[src/common/tlcs_defs.svh]
// offsets, fields, reset values and bus constants
`ifndef TLCS_DEFS_SVH
`define TLCS_DEFS_SVH
`define TLCS_PTR_STATUS 8'h02
`define TLCS_PTR_CFG_RD 8'h03
`define TLCS_PTR_CFG_WR 8'h09
`define TLCS_PTR_LHU_RD 8'h05
`define TLCS_PTR_LLU_RD 8'h06
`define TLCS_PTR_RHU_RD 8'h07
`define TLCS_PTR_RLU_RD 8'h08
`define TLCS_PTR_LHU_WR 8'h0B
`define TLCS_PTR_LLU_WR 8'h0C
`define TLCS_PTR_RHU_WR 8'h0D
`define TLCS_PTR_RLU_WR 8'h0E
`define TLCS_PTR_RHL 8'h13
`define TLCS_PTR_RLL 8'h14
`define TLCS_PTR_LHL 8'h16
`define TLCS_PTR_LLL 8'h17
`define TLCS_PTR_ROT 8'h19
`define TLCS_PTR_LOT 8'h20
`define TLCS_PTR_HYST 8'h21
`define TLCS_RST_HI_UP 8'h55
`define TLCS_RST_LO_UP 8'h00
`define TLCS_RST_LOWER 4'h0
`define TLCS_RST_OT 8'h55
`define TLCS_RST_HYST 8'h0A
`define TLCS_RST_CFG 8'h00
`define TLCS_CFG_MASK 7
`define TLCS_CFG_SD 6
`define TLCS_CFG_PFS 5
`define TLCS_CFG_RANGE 2
`define TLCS_ARA_ADDR 7'h0C
`define TLCS_BITS_PER_BYTE 4'h8
`endif

[src/common/tlcs_pkg.sv]
// types of the limit compare and status block
package tlcs_pkg;
    typedef enum logic [6:0] {
        TLCS_IDLE = 7'h01,
        TLCS_ADDR = 7'h02,
        TLCS_AACK = 7'h04,
        TLCS_WR = 7'h08,
        TLCS_WACK = 7'h10,
        TLCS_RD = 7'h20,
        TLCS_RACK = 7'h40
    } tlcs_state_t;
    typedef logic [11:0] tlcs_temp_t;
endpackage : tlcs_pkg

[src/hw/tlcs_top.sv]
// limit comparators, status flags and serial register access
//
// Behaviour
// local high limit written at 0Bh/16h, pairs
// local high limit read at 05h/16h, pairs
// local low limit write 0Ch/17h, read 06h/17h
// remote high write 0Dh/13h, read 07h/13h
// remote low write 0Eh/14h, read 08h/14h
// high limits reset to 55h and 00h
// low limits reset to 00h and 00h
// overtemp limits at 20h and 19h, reset 55h
// shared hysteresis at 21h, reset 0Ah
// host rewrites limits after range change
// status at 02h, read only, fixed bit order
// busy shows a conversion in progress
// open flag latched from remote attempts only
// overtemp flags compare with hysteresis
// high flags latch in interrupt mode
// high flags live hysteretic in overtemp mode
// low flags always latch
// latched flags clear on read if cause ended
// live flags ignore status reads
// status read keeps interrupt pin, alert response releases
// rising latched flag pulls interrupt low
// busy follows the first conversion quickly
// mask bit gates the interrupt pin
// mode bit picks interrupt or overtemp2 pin
// compare full twelve-bit limits
`timescale 1ns/1ps
`include "tlcs_defs.svh"
module tlcs_top #(
    parameter logic [6:0] DEV_ADDR = 7'h2A
) (
    input wire logic clk,
    input wire logic nrst,
    input wire logic scl_in,
    input wire logic sda_in,
    output logic sda_out,
    output logic sda_oe_n,
    input wire logic conv_busy,
    input wire logic conv_done_local,
    input wire logic conv_done_remote,
    input wire logic remote_open,
    input wire tlcs_pkg::tlcs_temp_t conv_result,
    output logic interrupt_out_n,
    output logic overtemp2_out_n,
    output logic overtemp_out_n
);
    import tlcs_pkg::*;

    logic scl_s1, scl_s2, scl_s3, sda_s1, sda_s2, sda_s3;
    tlcs_state_t state;
    logic [3:0] cnt;
    logic [7:0] shreg, txreg, ptr, wr_addr, wr_byte, cfg, hyst;
    logic first, is_read, is_ara, host_ack;
    logic wr_stb, status_rd, ara_clr;
    logic busy, flag_open, cond_open, alert;
    logic [4:0] prev_flags;

    // bus edge and condition detect
    wire scl_rise = scl_s2 & ~scl_s3;
    wire scl_fall = ~scl_s2 & scl_s3;
    wire start_c = scl_s2 & scl_s3 & sda_s3 & ~sda_s2;
    wire stop_c = scl_s2 & scl_s3 & ~sda_s3 & sda_s2;
    wire pfs = cfg[`TLCS_CFG_PFS];
    wire mask = cfg[`TLCS_CFG_MASK];
    wire byte_full = (cnt == `TLCS_BITS_PER_BYTE);
    wire dev_hit = (shreg[7:1] == DEV_ADDR);
    wire ara_hit = (shreg[7:1] == `TLCS_ARA_ADDR) & shreg[0] & alert;

    // write strobes, 0 local, 1 remote
    wire [1:0] wr_hu = {wr_stb & (wr_addr == `TLCS_PTR_RHU_WR),
                        wr_stb & (wr_addr == `TLCS_PTR_LHU_WR)};
    wire [1:0] wr_hl = {wr_stb & (wr_addr == `TLCS_PTR_RHL),
                        wr_stb & (wr_addr == `TLCS_PTR_LHL)};
    wire [1:0] wr_lu = {wr_stb & (wr_addr == `TLCS_PTR_RLU_WR),
                        wr_stb & (wr_addr == `TLCS_PTR_LLU_WR)};
    wire [1:0] wr_ll = {wr_stb & (wr_addr == `TLCS_PTR_RLL),
                        wr_stb & (wr_addr == `TLCS_PTR_LLL)};
    wire [1:0] wr_ot = {wr_stb & (wr_addr == `TLCS_PTR_ROT),
                        wr_stb & (wr_addr == `TLCS_PTR_LOT)};
    wire wr_cfg = wr_stb & (wr_addr == `TLCS_PTR_CFG_WR);
    wire wr_hyst = wr_stb & (wr_addr == `TLCS_PTR_HYST);
    wire [1:0] done_ch = {conv_done_remote & ~remote_open, conv_done_local};
    wire open_seen = conv_done_remote & remote_open;

    wire [7:0] hi_up_w [0:1];
    wire [3:0] hi_lo_w [0:1];
    wire [7:0] lo_up_w [0:1];
    wire [3:0] lo_lo_w [0:1];
    wire [7:0] ot_w [0:1];
    wire [1:0] flag_hi, flag_lo, flag_ot;

    genvar ch;
    generate
        for (ch = 0; ch < 2; ch = ch + 1) begin : g_ch
            logic [7:0] hi_up, lo_up, ot_lim;
            logic [3:0] hi_lo, lo_lo;
            logic cond_hi, cond_lo, f_hi, f_lo, f_ot;
            // twelve-bit limits and release points
            wire [11:0] hi12 = {hi_up, hi_lo};
            wire [11:0] lo12 = {lo_up, lo_lo};
            wire [11:0] hyst12 = {hyst, 4'h0};
            wire [11:0] hi_rel = (hi12 > hyst12) ? hi12 - hyst12 : 12'h000;
            wire [7:0] ot_rel = (ot_lim > hyst) ? ot_lim - hyst : 8'h00;
            wire above_hi = conv_result > hi12;
            wire below_lo = conv_result < lo12;
            wire above_hi_rel = conv_result > hi_rel;
            wire above_ot = conv_result[11:4] > ot_lim;
            wire above_ot_rel = conv_result[11:4] > ot_rel;
            always_ff @(posedge clk or negedge nrst) begin
                if (!nrst) begin
                    hi_up <= `TLCS_RST_HI_UP;
                    hi_lo <= `TLCS_RST_LOWER;
                    lo_up <= `TLCS_RST_LO_UP;
                    lo_lo <= `TLCS_RST_LOWER;
                    ot_lim <= `TLCS_RST_OT;
                end else begin
                    if (wr_hu[ch]) hi_up <= wr_byte;
                    if (wr_hl[ch]) hi_lo <= wr_byte[7:4];
                    if (wr_lu[ch]) lo_up <= wr_byte;
                    if (wr_ll[ch]) lo_lo <= wr_byte[7:4];
                    if (wr_ot[ch]) ot_lim <= wr_byte;
                end
            end
            always_ff @(posedge clk or negedge nrst) begin
                if (!nrst) begin
                    cond_hi <= 1'b0;
                    cond_lo <= 1'b0;
                    f_hi <= 1'b0;
                    f_lo <= 1'b0;
                    f_ot <= 1'b0;
                end else begin
                    if (done_ch[ch]) cond_hi <= above_hi;
                    if (done_ch[ch]) cond_lo <= below_lo;
                    if (pfs) begin
                        if (done_ch[ch]) f_hi <= above_hi | (f_hi & above_hi_rel);
                    end else if (done_ch[ch] & above_hi) begin
                        f_hi <= 1'b1;
                    end else if (status_rd & ~cond_hi) begin
                        f_hi <= 1'b0;
                    end
                    if (done_ch[ch] & below_lo) begin
                        f_lo <= 1'b1;
                    end else if (status_rd & ~cond_lo) begin
                        f_lo <= 1'b0;
                    end
                    if (done_ch[ch]) f_ot <= above_ot | (f_ot & above_ot_rel);
                end
            end
            assign hi_up_w[ch] = hi_up;
            assign hi_lo_w[ch] = hi_lo;
            assign lo_up_w[ch] = lo_up;
            assign lo_lo_w[ch] = lo_lo;
            assign ot_w[ch] = ot_lim;
            assign flag_hi[ch] = f_hi;
            assign flag_lo[ch] = f_lo;
            assign flag_ot[ch] = f_ot;
        end
    endgenerate

    // status byte
    wire [7:0] status_byte = {busy, flag_hi[0], flag_lo[0], flag_hi[1],
                              flag_lo[1], flag_open, flag_ot[1],
                              flag_ot[0]};

    // read decode, unmapped reads zero
    wire [7:0] rd_data =
        (ptr == `TLCS_PTR_STATUS) ? status_byte :
        (ptr == `TLCS_PTR_CFG_RD) ? cfg :
        (ptr == `TLCS_PTR_LHU_RD) ? hi_up_w[0] :
        (ptr == `TLCS_PTR_LHL) ? {hi_lo_w[0], 4'h0} :
        (ptr == `TLCS_PTR_LLU_RD) ? lo_up_w[0] :
        (ptr == `TLCS_PTR_LLL) ? {lo_lo_w[0], 4'h0} :
        (ptr == `TLCS_PTR_RHU_RD) ? hi_up_w[1] :
        (ptr == `TLCS_PTR_RHL) ? {hi_lo_w[1], 4'h0} :
        (ptr == `TLCS_PTR_RLU_RD) ? lo_up_w[1] :
        (ptr == `TLCS_PTR_RLL) ? {lo_lo_w[1], 4'h0} :
        (ptr == `TLCS_PTR_LOT) ? ot_w[0] :
        (ptr == `TLCS_PTR_ROT) ? ot_w[1] :
        (ptr == `TLCS_PTR_HYST) ? hyst : 8'h00;
    wire [7:0] load_byte = is_ara ? {DEV_ADDR, 1'b0} : rd_data;

    // upper byte steps the pointer to its lower byte
    wire [7:0] next_wr_ptr =
        (ptr == `TLCS_PTR_LHU_WR) ? `TLCS_PTR_LHL :
        (ptr == `TLCS_PTR_LLU_WR) ? `TLCS_PTR_LLL :
        (ptr == `TLCS_PTR_RHU_WR) ? `TLCS_PTR_RHL :
        (ptr == `TLCS_PTR_RLU_WR) ? `TLCS_PTR_RLL : ptr;
    wire [7:0] next_rd_ptr =
        (ptr == `TLCS_PTR_LHU_RD) ? `TLCS_PTR_LHL :
        (ptr == `TLCS_PTR_LLU_RD) ? `TLCS_PTR_LLL :
        (ptr == `TLCS_PTR_RHU_RD) ? `TLCS_PTR_RHL :
        (ptr == `TLCS_PTR_RLU_RD) ? `TLCS_PTR_RLL : ptr;
    wire load_status = ~is_ara & (ptr == `TLCS_PTR_STATUS);

    // bus line synchronisers
    always_ff @(posedge clk or negedge nrst) begin
        if (!nrst) begin
            {scl_s1, scl_s2, scl_s3} <= 3'h7;
            {sda_s1, sda_s2, sda_s3} <= 3'h7;
        end else begin
            {scl_s1, scl_s2, scl_s3} <= {scl_in, scl_s1, scl_s2};
            {sda_s1, sda_s2, sda_s3} <= {sda_in, sda_s1, sda_s2};
        end
    end

    // serial register slave
    always_ff @(posedge clk or negedge nrst) begin
        if (!nrst) begin
            state <= TLCS_IDLE;
            cnt <= 4'h0;
            shreg <= 8'h00;
            txreg <= 8'h00;
            ptr <= 8'h00;
            wr_addr <= 8'h00;
            wr_byte <= 8'h00;
            first <= 1'b1;
            is_read <= 1'b0;
            is_ara <= 1'b0;
            host_ack <= 1'b0;
            wr_stb <= 1'b0;
            status_rd <= 1'b0;
            ara_clr <= 1'b0;
            sda_oe_n <= 1'b1;
        end else begin
            wr_stb <= 1'b0;
            status_rd <= 1'b0;
            ara_clr <= 1'b0;
            if (start_c) begin
                state <= TLCS_ADDR;
                cnt <= 4'h0;
                first <= 1'b1;
                sda_oe_n <= 1'b1;
            end else if (stop_c) begin
                state <= TLCS_IDLE;
                sda_oe_n <= 1'b1;
            end else if (scl_rise) begin
                if (state == TLCS_ADDR || state == TLCS_WR) begin
                    shreg <= {shreg[6:0], sda_s2};
                    cnt <= cnt + 4'h1;
                end
                if (state == TLCS_RACK) host_ack <= ~sda_s2;
            end else if (scl_fall) begin
                case (state)
                    TLCS_ADDR: begin
                        if (byte_full) begin
                            if ((dev_hit & ~(shreg[0] & first & 1'b0))
                                | ara_hit) begin
                                sda_oe_n <= 1'b0;
                                state <= TLCS_AACK;
                                is_read <= shreg[0];
                                is_ara <= ara_hit;
                            end else begin
                                state <= TLCS_IDLE;
                            end
                        end
                    end
                    TLCS_AACK: begin
                        cnt <= 4'h0;
                        if (is_read) begin
                            txreg <= load_byte;
                            sda_oe_n <= load_byte[7];
                            status_rd <= load_status;
                            ara_clr <= is_ara;
                            if (!is_ara) ptr <= next_rd_ptr;
                            state <= TLCS_RD;
                        end else begin
                            sda_oe_n <= 1'b1;
                            state <= TLCS_WR;
                        end
                    end
                    TLCS_WR: begin
                        if (byte_full) begin
                            sda_oe_n <= 1'b0;
                            state <= TLCS_WACK;
                            if (first) begin
                                ptr <= shreg;
                                first <= 1'b0;
                            end else begin
                                wr_stb <= 1'b1;
                                wr_addr <= ptr;
                                wr_byte <= shreg;
                                ptr <= next_wr_ptr;
                            end
                        end
                    end
                    TLCS_WACK: begin
                        sda_oe_n <= 1'b1;
                        cnt <= 4'h0;
                        state <= TLCS_WR;
                    end
                    TLCS_RD: begin
                        if (cnt == 4'h7) begin
                            sda_oe_n <= 1'b1;
                            state <= TLCS_RACK;
                        end else begin
                            cnt <= cnt + 4'h1;
                            txreg <= {txreg[6:0], 1'b0};
                            sda_oe_n <= txreg[6];
                        end
                    end
                    TLCS_RACK: begin
                        if (host_ack) begin
                            cnt <= 4'h0;
                            txreg <= load_byte;
                            sda_oe_n <= load_byte[7];
                            status_rd <= load_status;
                            if (!is_ara) ptr <= next_rd_ptr;
                            state <= TLCS_RD;
                        end else begin
                            state <= TLCS_IDLE;
                        end
                    end
                    default: state <= TLCS_IDLE;
                endcase
            end
        end
    end

    // config, hysteresis, busy, open flag
    always_ff @(posedge clk or negedge nrst) begin
        if (!nrst) begin
            cfg <= `TLCS_RST_CFG;
            hyst <= `TLCS_RST_HYST;
            busy <= 1'b0;
            flag_open <= 1'b0;
            cond_open <= 1'b0;
        end else begin
            if (wr_cfg) begin
                cfg <= {wr_byte[`TLCS_CFG_MASK], wr_byte[`TLCS_CFG_SD],
                        wr_byte[`TLCS_CFG_PFS], 2'b00,
                        wr_byte[`TLCS_CFG_RANGE], 2'b00};
            end
            if (wr_hyst) hyst <= wr_byte;
            busy <= conv_busy;
            if (conv_done_remote) cond_open <= remote_open;
            if (open_seen) begin
                flag_open <= 1'b1;
            end else if (status_rd & ~cond_open) begin
                flag_open <= 1'b0;
            end
        end
    end

    // alert latch and pin drivers
    wire [4:0] alert_flags = {flag_hi[0], flag_lo[0], flag_hi[1],
                              flag_lo[1], flag_open};
    wire alert_rise = ~pfs & (|(alert_flags & ~prev_flags));
    always_ff @(posedge clk or negedge nrst) begin
        if (!nrst) begin
            prev_flags <= 5'h00;
            alert <= 1'b0;
            interrupt_out_n <= 1'b1;
            overtemp2_out_n <= 1'b1;
            overtemp_out_n <= 1'b1;
            sda_out <= 1'b0;
        end else begin
            prev_flags <= alert_flags;
            if (alert_rise) begin
                alert <= 1'b1;
            end else if (ara_clr) begin
                alert <= 1'b0;
            end
            interrupt_out_n <= ~(alert & ~pfs & ~mask);
            overtemp2_out_n <= ~(pfs & (flag_hi[0] | flag_hi[1]));
            overtemp_out_n <= ~(flag_ot[0] | flag_ot[1]);
            sda_out <= 1'b0;
        end
    end
endmodule : tlcs_top

[config.mk]
export PLATFORM = sky130hd
export DESIGN_NAME = tlcs_top
export DESIGN_NICKNAME = d
export VERILOG_FILES = /design/src/common/tlcs_pkg.sv /design/src/hw/tlcs_top.sv
export VERILOG_INCLUDE_DIRS = /design/src /design/src/common
export SDC_FILE = /design/constraint.sdc
export NUM_CORES = 1
export LEC_CHECK = 0
export BUFFER_PORTS_ARGS = -buffer_cell sky130_fd_sc_hd__buf_2
export CAP_MARGIN = 20
export CORE_MARGIN = 5
export CORE_UTILIZATION = 40
export CTS_BUF_LIST = sky130_fd_sc_hd__clkbuf_16
export CTS_CLUSTER_SIZE = 8
export DETAILED_ROUTE_END_ITERATION = 10
export HOLD_SLACK_MARGIN = 0.02
export PLACE_DENSITY = 0.52
export SLEW_MARGIN = 20
export SYNTH_ARGS = -nofsm -noshare
export SYNTH_HDL_FRONTEND = slang
export SYNTH_SLANG_ARGS = --single-unit
[constraint.sdc]
create_clock -name clk -period 4.4 [get_ports clk]
set_input_delay 0.88 -clock clk [delete_from_list [all_inputs] [get_ports clk]]
set_output_delay 0.88 -clock clk [all_outputs]
set_load 0.02 [all_outputs]
==> results.ini, run 1 <==
[logic_synthesis]
synth_area_mm2 = 0.0121
yosysWarnings = 0
syn-num-nets = 1457
yosys.area.top_type = dfrtp_1
synth-edff-count = 0
async_reset_ff_share_pct = 100
yosysMostFrequentCell = ha_1
synthTopCellsByCount = 139 x ha_1, 132 x dfrtp_1, 116 x nand2_1, 111 x inv_1, 90 x o21ai_0
avgSynthCellArea_um2 = 9.34
synth_flop_cell = dfrtp_1
synth-seq-cells = 162
synthTopCellsByArea = dfrtp_1 27%, ha_1 14%, mux2_2 7.3%
synth_top_area_share_pct = 27.3
seq_area_frac_synth_pct = 33.9
synthDistinctLibCells = 85
synthCells = 1294

[clock_network]
hold_buffers = 0
cts_buffer_depth = 2
clock_latency_ns = 0.45
ctsResizeCount = 0
path_clk_slew_ns = 0.07
cts_tree = yes
htreeDepth = 4
cts_root_buf = clkbuf_16
postCtsSetupBuffers = 0
cts_buffers = 17
clock-sinks = 162

[global_route]
grt_pass1_wl_um = 60100
antenna_found_initial = 0
grt_max_degree = 80
grt.busiest_layer = met2
grt-ovfl-total = 0
grt_pass1_vias = 9658
use_met1_pct = 35.0
grt.met2_usage_pct = 35.1
grt_util_all_layers_pct = 23.3
use_met3_pct = 4.02

[critical_path]
cp-start-kind = flop
worstRegToRegCells = 15
cp-end-kind = flop
crit_type = flop to flop
path_max_fanout = 12
cp.required_ns = 4.72
cp_data_arrival_time_ns = 4.32

[timing]
rsz0062_at_grt = no
fin_crit_sh_pct = 91.0
slew_headroom_pct = 30.1
tns_ns = 0
drv_slew = 0
finClkSkew_ns = 0.0165
fmax_mhz = 250
worst_slew_pin_slew_ns = 1.04
hold_violations = 0
setup_viol = 0
fin_crit_ns = 4.00

[die]
fp-row-count = 63
die-area_mm2 = 0.0338
io_pins = 25
die_h_um = 184
core_mm2 = 0.0297
die_x_um = 184
initial_utilization_pct = 40.7

[final_layout]
final_nets = 1464
drive_above_1_share_pct = 15.6
syn_to_final_growth_pct = 9.13
fill_cells = 2896
fin_util_pct = 44.4
diodes = 0

[worst_hold_path]
worstHoldPathType = flop to flop
hold_depth = 0

[power_and_ir_drop]
ir_drop_mv = 0.275
p_leak_nw = 5.60
power_density_mw_per_mm2 = 249

[placed_design]
portBuffers = 23
dp_hpwl_um = 29300
place_congestion = 0.921

[detailed_routing]
routedWlPerCell_um = 22.9
drt-total-wl_um = 39100
avgViaCountPerCell = 5.90
vias = 10061
dr.pass1.iters = 6
drc_errors = 0
antenna_left = 0
drt-initial-drc-count = 823

[run]
maxCapViolCount = 0

[outcome]
outcome = finished, final reports clean

[worst max-delay path, cell delays in order, from the launching register on]
cell,delay (ns)
dfstp_2,0.54
inv_1,0.22
fa_1,0.52
a21o_1,0.18
a21oi_1,0.26
o21ai_0,0.13
o211a_1,0.15
o31a_1,0.39
nand2_1,0.14
ha_1,0.24
nor2b_1,0.14
o21a_1,0.16
o21ai_0,0.14
a211oi_1,0.09
o31a_1,0.25
or3_1,0.34
[stage by stage]
stage / cell area (um^2) / cells / worst slack [ns] / hold slack (ns) / power, mW
6_report: 13200 / 1704 / 0.397 / 0.350 / 3.28
3_3_place_gp: 12600 / 1672 / 0.555 / 0.346 / 1.79
3_5_place_dp: 12600 / 1672 / 0.452 / 0.347 / 1.80
4_1_cts: 13200 / 1704 / 0.426 / 0.350 / 3.31
5_1_grt: 13200 / 1704 / 0.138 / 0.355 / 3.40
2_1_floorplan: 12100 / 1294 / 0.729 / 0.345 / 1.68
[layout by cell type, fill, tap and decap left out, types with 15 or more instances in the layout]
cell type / instances
a21oi_1: 48
dfstp_2: 30
clkbuf_16: 17
mux2_2: 78
nand2b_1: 19
ha_1: 139
inv_1: 113
a21o_1: 37
nand3_1: 25
dfrtp_1: 132
nor2b_1: 25
o21a_1: 15
buf_2: 22
nand4_1: 33
nor3_1: 26
o21ai_0: 90
nand2_1: 116
nor2_1: 50
[kinds of logic after synthesis]
kind of cell | share of synthesized area, %
flops | 33.9
compound gates | 17.9
mux | 9.30
xor+xnor | 1.45
buf+inv | 5.33
simple gates | 17.1
fa+ha+maj | 15.1
other cells | 0.0310
[area by class of cell]
class	instances	area [um^2]	share of cell area [%]
Inverter	111	417	3.16
Multi-Input combinational cell	972	7360	55.8
Timing Repair Buffer	37	251	1.91
Tap cell	390	488	3.70
Clock buffer	17	425	3.23
Sequential cell	162	4090	31.0
Clock inverter	15	154	1.17
[flip-flops by register name, summed over array words and instances, names as in the netlist, 4 cells and up]
name / cells
g_ch.lo_lo: 8
ptr: 8
shreg: 8
g_ch.hi_up: 16
g_ch.lo_up: 16
hyst: 8
state: 7
g_ch.hi_lo: 8
txreg: 7
wr_addr: 8
g_ch.ot_lim: 16
cnt: 4
wr_byte: 8
cfg: 4
prev_flags: 5
[report_power, final]
group          switching (mW)  internal [mW]  leakage, nW
sequential             0.0203           1.51         2.08
clock                   0.715          0.799        0.287
combinational           0.154         0.0860         3.23
total                   0.889           2.39         5.60
[routing by layer]
layer	vias up	wire length, um
li1	4747	-
met1	5001	18900
met2	278	17200
met3	35	2260
met4	0	667
met5	-	0
[worst paths after layout]
| check | start | endpoint | slack (ns) |
|---|---|---|---|
| worst max-delay path | hyst[1] | g_ch[0].f_hi | 0.40 |
| worst max register to register | hyst[1] | g_ch[0].f_hi | 0.40 |
| worst min-delay path | sda_s1 | sda_s2 | 0.35 |
| max in group asynchronous | nrst | state[0] | 3.01 |
| worst min register to register | sda_s1 | sda_s2 | 0.35 |
| min in group asynchronous | nrst | g_ch[1].f_hi | 0.49 |
(Power assumes the default switching activity.)
==> inputs of run 2 (changes only) <==
CORE_ASPECT_RATIO = 0.7   (was unset)
clock period = 4.3 ns   (was 4.4 ns; I/O delays follow)
==> run 2 against run 1 <==
Clock power is 5% lower. Global-route usage grew 1.0 points. Cell area about the same. Clock skew shrank 0.0046 ns. Critical path depth increased by 1. Via count up 0.39%. Register-to-register slack better by 0.08 ns. Sequential share of layout area hardly changed. Critical endpoint unchanged.
==> results.ini, run 2 (same netlist as run 1, synthesis figures left out) <==
[worst_hold_path]
worstHoldPathType = flop to flop  ; unchanged
min_to = scl_s2  ; was sda_s2
hp-start = scl_s1  ; was sda_s1
hold_depth = 0  ; unchanged

[clock_network]
ctsResizeCount = 0  ; unchanged
path_clk_slew_ns = 0.07  ; about the same
cts_buffers = 17  ; unchanged
cts_tree = yes  ; unchanged
htreeDepth = 4  ; unchanged
cts_root_buf = clkbuf_16  ; unchanged
clock_latency_ns = 0.45  ; about the same
hold_buffers = 0  ; unchanged
cts_buffer_depth = 2  ; unchanged
clock-sinks = 162  ; unchanged
postCtsSetupBuffers = 0  ; unchanged

[die]
initial_utilization_pct = 40.4  ; was 40.7%
die_h_um = 155  ; was 184 um
io_pins = 25  ; unchanged
core_mm2 = 0.0299  ; was 0.0297 mm^2
die-area_mm2 = 0.0338  ; about the same
fp-row-count = 53  ; was 63
die_x_um = 218  ; was 184 um

[placed_design]
place_inst = 1696  ; was 1672
portBuffers = 23  ; unchanged
dp_hpwl_um = 30700  ; was 29300 um
place_congestion = 0.962  ; was 0.921
place_ws_ns = 0.545  ; was 0.452 ns

[timing]
slew_headroom_pct = 36.6  ; was 30.1%
fin_crit_ns = 3.82  ; was 4.00 ns
rsz0062_at_grt = no  ; unchanged
tns_ns = 0  ; unchanged
fmax_mhz = 262  ; was 250 MHz
hold_violations = 0  ; unchanged
layout_setup_ws_ns = 0.481  ; was 0.397 ns
fin_crit_sh_pct = 88.8  ; was 91.0%
drv_slew = 0  ; unchanged
setup_viol = 0  ; unchanged
finClkSkew_ns = 0.0119  ; was 0.0165 ns
worst_slew_pin_slew_ns = 0.943  ; was 1.04 ns

[global_route]
antenna_found_initial = 1  ; was 0
grt_util_all_layers_pct = 24.4  ; was 23.3%
grt-ovfl-total = 0  ; unchanged
grt_pass1_wl_um = 62300  ; was 60100 um
grt_pass1_vias = 9689  ; was 9658
grt_max_degree = 74  ; was 80

[detailed_routing]
wl_met2_um = 15600  ; was 17200 um
highest_layer = met4  ; unchanged
drt-total-wl_um = 40400  ; was 39100 um
antenna_left = 0  ; unchanged
vias = 10100  ; was 10061
wl_met1_um = 21000  ; was 18900 um
dr.pass1.iters = 6  ; unchanged
routedWlPerCell_um = 23.4  ; was 22.9 um
avgViaCountPerCell = 5.84  ; was 5.90
drc_errors = 0  ; unchanged
wl_met3_um = 3420  ; was 2260 um
drt-initial-drc-count = 986  ; was 823

[critical_path]
r2r-start = hyst[0]  ; was hyst[1]
path_max_fanout = 12  ; unchanged
worstRegToRegCells = 16  ; was 15
r2r_end = g_ch[0].f_hi  ; unchanged
crit_type = flop to flop  ; unchanged
cp-start-kind = flop  ; unchanged
cp_data_arrival_time_ns = 4.15  ; was 4.32 ns
cp-end-kind = flop  ; unchanged
r2r_slack_ns = 0.48  ; was 0.40 ns
cp.required_ns = 4.63  ; was 4.72 ns

[final_layout]
drive_above_1_share_pct = 15.8  ; was 15.6%
diodes = 0  ; unchanged
layout_common_cells = 139 x ha_1, 132 x dfrtp_1, 116 x nand2_1  ; unchanged
layout_commonest_cell = ha_1  ; unchanged
final_nets = 1466  ; was 1464
fin_cells = 1728  ; was 1704
reg.largest.list = g_ch.hi_up x16, g_ch.lo_up x16, g_ch.ot_lim x16  ; unchanged
syn_to_final_growth_pct = 9.04  ; was 9.13%

[power_and_ir_drop]
ir_drop_mv = 0.198  ; was 0.275 mV
p_leak_nw = 5.57  ; was 5.60 nW
fin_total_pwr_mw = 3.26  ; was 3.28 mW
power_density_mw_per_mm2 = 247  ; was 249 mW/mm^2

[outcome]
outcome = finished, final reports clean  ; unchanged

[run]
maxCapViolCount = 0  ; unchanged

## run 2: layer usage
layer / track usage [%] / vias to the layer above
li1: - / 4762
met1: 39.1 / 4963
met2: 32.5 / 341
met3: 6.17 / 34
met4: 4.78 / 0
met5: 0 / -
## run 2: metrics by stage
step                utilization (%)  area, um^2  hold slack (ns)
finish                         44.1       13200            0.350
global route                   44.1       13200            0.351
CTS                            44.1       13200            0.353
detailed placement             42.3       12600            0.349
global placement               42.3       12600            0.352
floorplan                         -       12100            0.345
## run 2: layout make-up
| cell class | count | area (um^2) |
|---|---|---|
| Inverter | 111 | 417 |
| Clock buffer | 17 | 425 |
| Sequential cell | 162 | 4090 |
| Tap cell | 412 | 515 |
| Fill cell | 2929 | 16700 |
| Clock inverter | 15 | 110 |
| Timing Repair Buffer | 39 | 254 |
| Multi-Input combinational cell | 972 | 7360 |
## run 2: how the worst max path moves through the flow
stage,to,cells past startpoint,slack (ns),start
final,g_ch[0].f_hi,16,0.48,hyst[0]
after global routing,g_ch[0].f_hi,16,0.31,hyst[0]
after CTS,g_ch[0].f_hi,16,0.50,hyst[0]
after detailed placement,g_ch[0].f_hi,16,0.55,hyst[0]
after global placement,g_ch[0].f_hi,16,0.58,hyst[0]
after floorplan,g_ch[0].f_hi,16,0.63,hyst[1]
## run 2: worst max-delay path: stages, from the launching register on
cell      delay, ns
dfrtp_1        0.48
ha_1           0.19
inv_1          0.06
fa_1           0.41
a21o_1         0.18
a21oi_1        0.24
o21ai_0        0.12
o211a_1        0.15
o31a_1         0.39
nand2_1        0.13
ha_1           0.24
nor2b_1        0.14
o21a_1         0.15
o21ai_0        0.14
a211oi_1       0.09
o31a_1         0.24
or3_1          0.33
## run 2: report_power, final
part           total (mW)  switching [mW]  internal [mW]
clock network        1.44           0.696          0.742
logic               0.253           0.164         0.0892
registers            1.57          0.0210           1.54
total                3.26           0.881           2.38
==> inputs of run 3 (changes only) <==
--- a/config.mk
+++ b/config.mk
@@ -9,3 +9,3 @@
 export BUFFER_PORTS_ARGS = -buffer_cell sky130_fd_sc_hd__buf_2
-export CAP_MARGIN = 20
+export CAP_MARGIN = 30
 export CORE_ASPECT_RATIO = 0.7
==> constraint.sdc (replaced) <==
create_clock -name clk -period 4.3 [get_ports clk]
set_input_delay 0.215 -clock clk [delete_from_list [all_inputs] [get_ports clk]]
set_output_delay 0.215 -clock clk [all_outputs]
set_load 0.02 [all_outputs]
==> run 3 against run 2 <==
Hold slack lost 0.18 ns. Cell count grew 0.46%. Clock-buffer cell count is the same. Utilization grew 0.42 points. Combinational power grew 3%. Cell area grew 0.95%. Via count grew 0.63%. Register-to-register slack lost 0.08 ns.
==> results.ini, run 3 (same netlist as run 1, synthesis figures left out) <==
[outcome]
outcome = finished, final reports clean  ; unchanged

[clock_network]
cts_tree = yes  ; unchanged
cts_buffers = 17  ; unchanged
htreeDepth = 4  ; unchanged
cts_root_buf = clkbuf_16  ; unchanged
clock_latency_ns = 0.46  ; was 0.45 ns
cts_buffer_depth = 2  ; unchanged
clock-sinks = 162  ; unchanged
path_clk_slew_ns = 0.07  ; about the same

[critical_path]
cp.required_ns = 4.63  ; about the same
crit_type = flop to flop  ; unchanged
slowest_stage = dfrtp_1  ; unchanged
cp_common_cell = a21oi_1
cp_data_arrival_time_ns = 4.23  ; was 4.15 ns
max_stage_delay_ns = 0.49  ; was 0.48 ns
cp-start-kind = flop  ; unchanged
cp-end-kind = flop  ; unchanged
path_max_fanout = 12  ; unchanged
crit_buf_inv = 1  ; unchanged
cp_top_family = compound AO/OA/AOI/OAI gates  ; unchanged
r2r_slack_ns = 0.40  ; was 0.48 ns
crit_chain = ha_1 > inv_1 > fa_1 > a21o_1 > a21oi_1 > o21ai_0 > o211a_1 > o31a_1 > nand2_1 > ha_1 > a21oi_1 > nor2b_1 > o21ai_0 > a21oi_1 > o31a_1 > or3_1  ; was ha_1 > inv_1 > fa_1 > a21o_1 > a21oi_1 > o21ai_0 > o211a_1 > o31a_1 > nand2_1 > ha_1 > nor2b_1 > o21a_1 > o21ai_0 > a211oi_1 > o31a_1 > or3_1

[die]
die-area_mm2 = 0.0338  ; unchanged
io_pins = 25  ; unchanged
die_h_um = 155  ; unchanged
die_x_um = 218  ; unchanged
fp-row-count = 53  ; unchanged
initial_utilization_pct = 40.4  ; unchanged
core_mm2 = 0.0299  ; unchanged

[placed_design]
portBuffers = 23  ; unchanged
place_congestion = 0.991  ; was 0.962
dp_hpwl_um = 30800  ; was 30700 um

[timing]
fin_crit_sh_pct = 90.7  ; was 88.8%
fmax_mhz = 256  ; was 262 MHz
drv_slew = 0  ; unchanged
finClkSkew_ns = 0.00820  ; was 0.0119 ns
tns_ns = 0  ; unchanged
setup_viol = 0  ; unchanged
worst_slew_pin_slew_ns = 0.954  ; was 0.943 ns
rsz0062_at_grt = no  ; unchanged
slew_headroom_pct = 36.2  ; was 36.6%
fin_crit_ns = 3.90  ; was 3.82 ns
hold_violations = 0  ; unchanged

[power_and_ir_drop]
switching_share_pct = 25.7  ; was 27.0%
power_density_mw_per_mm2 = 252  ; was 247 mW/mm^2
p_switching_mw = 0.863  ; was 0.881 mW
p_leak_nw = 5.64  ; was 5.57 nW
ir_drop_mv = 0.193  ; was 0.198 mV
combinationalPowerShare_pct = 7.8  ; about the same
seq_power_share_pct = 46.7  ; was 48.1%
clock_power_share_pct = 45.5  ; was 44.1%
fin_total_pwr_mw = 3.35  ; was 3.26 mW
internal_power_mw = 2.49  ; was 2.38 mW

[detailed_routing]
dr.pass1.iters = 6  ; unchanged
avgViaCountPerCell = 5.85  ; was 5.84
vias = 10164  ; was 10100
drt-total-wl_um = 40800  ; was 40400 um
antenna_left = 0  ; unchanged
routedWlPerCell_um = 23.5  ; was 23.4 um
drc_errors = 0  ; unchanged
drt-initial-drc-count = 851  ; was 986

[final_layout]
final_nets = 1474  ; was 1466
layout_common_cells = 139 x ha_1, 132 x dfrtp_1, 116 x nand2_1  ; unchanged
layout_commonest_cell = ha_1  ; unchanged
fin_util_pct = 44.5  ; was 44.1%
reg.largest.list = g_ch.hi_up x16, g_ch.lo_up x16, g_ch.ot_lim x16  ; unchanged
syn_to_final_growth_pct = 10.1  ; was 9.04%
drive_above_1_share_pct = 15.4  ; was 15.8%
diodes = 0  ; unchanged

[global_route]
grt_pass1_wl_um = 62700  ; was 62300 um
grt-ovfl-total = 0  ; unchanged
grt_max_degree = 101  ; was 74
grt_util_all_layers_pct = 24.5  ; was 24.4%
grt_pass1_vias = 9753  ; was 9689
antenna_found_initial = 0  ; was 1

[worst_hold_path]
worstHoldPathType = input port to flop  ; was flop to flop

[run]
maxCapViolCount = 0  ; unchanged

run 3: cell count changes in the layout (fill, tap and decap cells not counted), moves of 2 or more:
cell,change
bufinv_16,+2
clkinv_1,+2
clkinv_4,+3
clkinvlp_4,-5
dlygate4sd3_1,+7
inv_6,-3
run 3: path summary, 6_finish.rpt:
path | from | to | cells after the start
setup / recovery | hyst[0] | g_ch[0].f_hi | 16
hold / removal | conv_done_local | g_ch[0].f_ot | 3
setup reg to reg | hyst[0] | g_ch[0].f_hi | 16
hold reg to reg | scl_s1 | scl_s2 | 0
max in group asynchronous | nrst | g_ch[0].ot_lim[4] | 4
min in group asynchronous | nrst | g_ch[1].cond_hi | 2
run 3: final cells by class:
type / instances / area, um^2
multi-input cells: 972 / 7360
well taps: 412 / 515
inverters: 111 / 417
clock inverters: 15 / 144
flip-flops and latches: 162 / 4090
clock buffers: 17 / 425
repair buffers: 47 / 348
fillers: 2888 / 16600
run 3: tightest hold or removal path: stages:
cell and delay, ns:
buf_2 0.16, o21ai_0 0.12, o22ai_1 0.09
run 3: timing repair:
action                                 in CTS  in global routing
endpoints found under the hold margin      93                  0
hold buffers                                7                  0
resized for setup                           0                  0
setup buffers                               0                  0
setup endpoints to repair                   0                  0
run 3: through the flow:
stage	hold WS, ns	setup slack [ns]	instance area, um^2	cells
after floorplan	-0.0806	0.629	12100	1294
after global placement	0.323	0.579	12600	1694
after detailed placement	0.324	0.472	12600	1696
after CTS	0.165	0.438	13300	1735
after global routing	0.179	0.0970	13300	1736
final	0.172	0.400	13300	1736
run 3: metal layers:
layer	GRT usage (%)	vias to the layer above	wire length [um]
met2	31.7	366	15500
met4	5.80	0	701
met3	7.51	48	3800
met5	0	-	0
li1	-	4792	-
met1	38.9	4958	20800
run 3: power groups by stage:
stage	sequential, mW	clock, mW	combinational, mW
finish	1.57	1.53	0.260
global route	1.57	1.63	0.294
CTS	1.57	1.56	0.258
detailed placement	1.59	0	0.251
global placement	1.59	0	0.247
floorplan	1.58	0	0.135
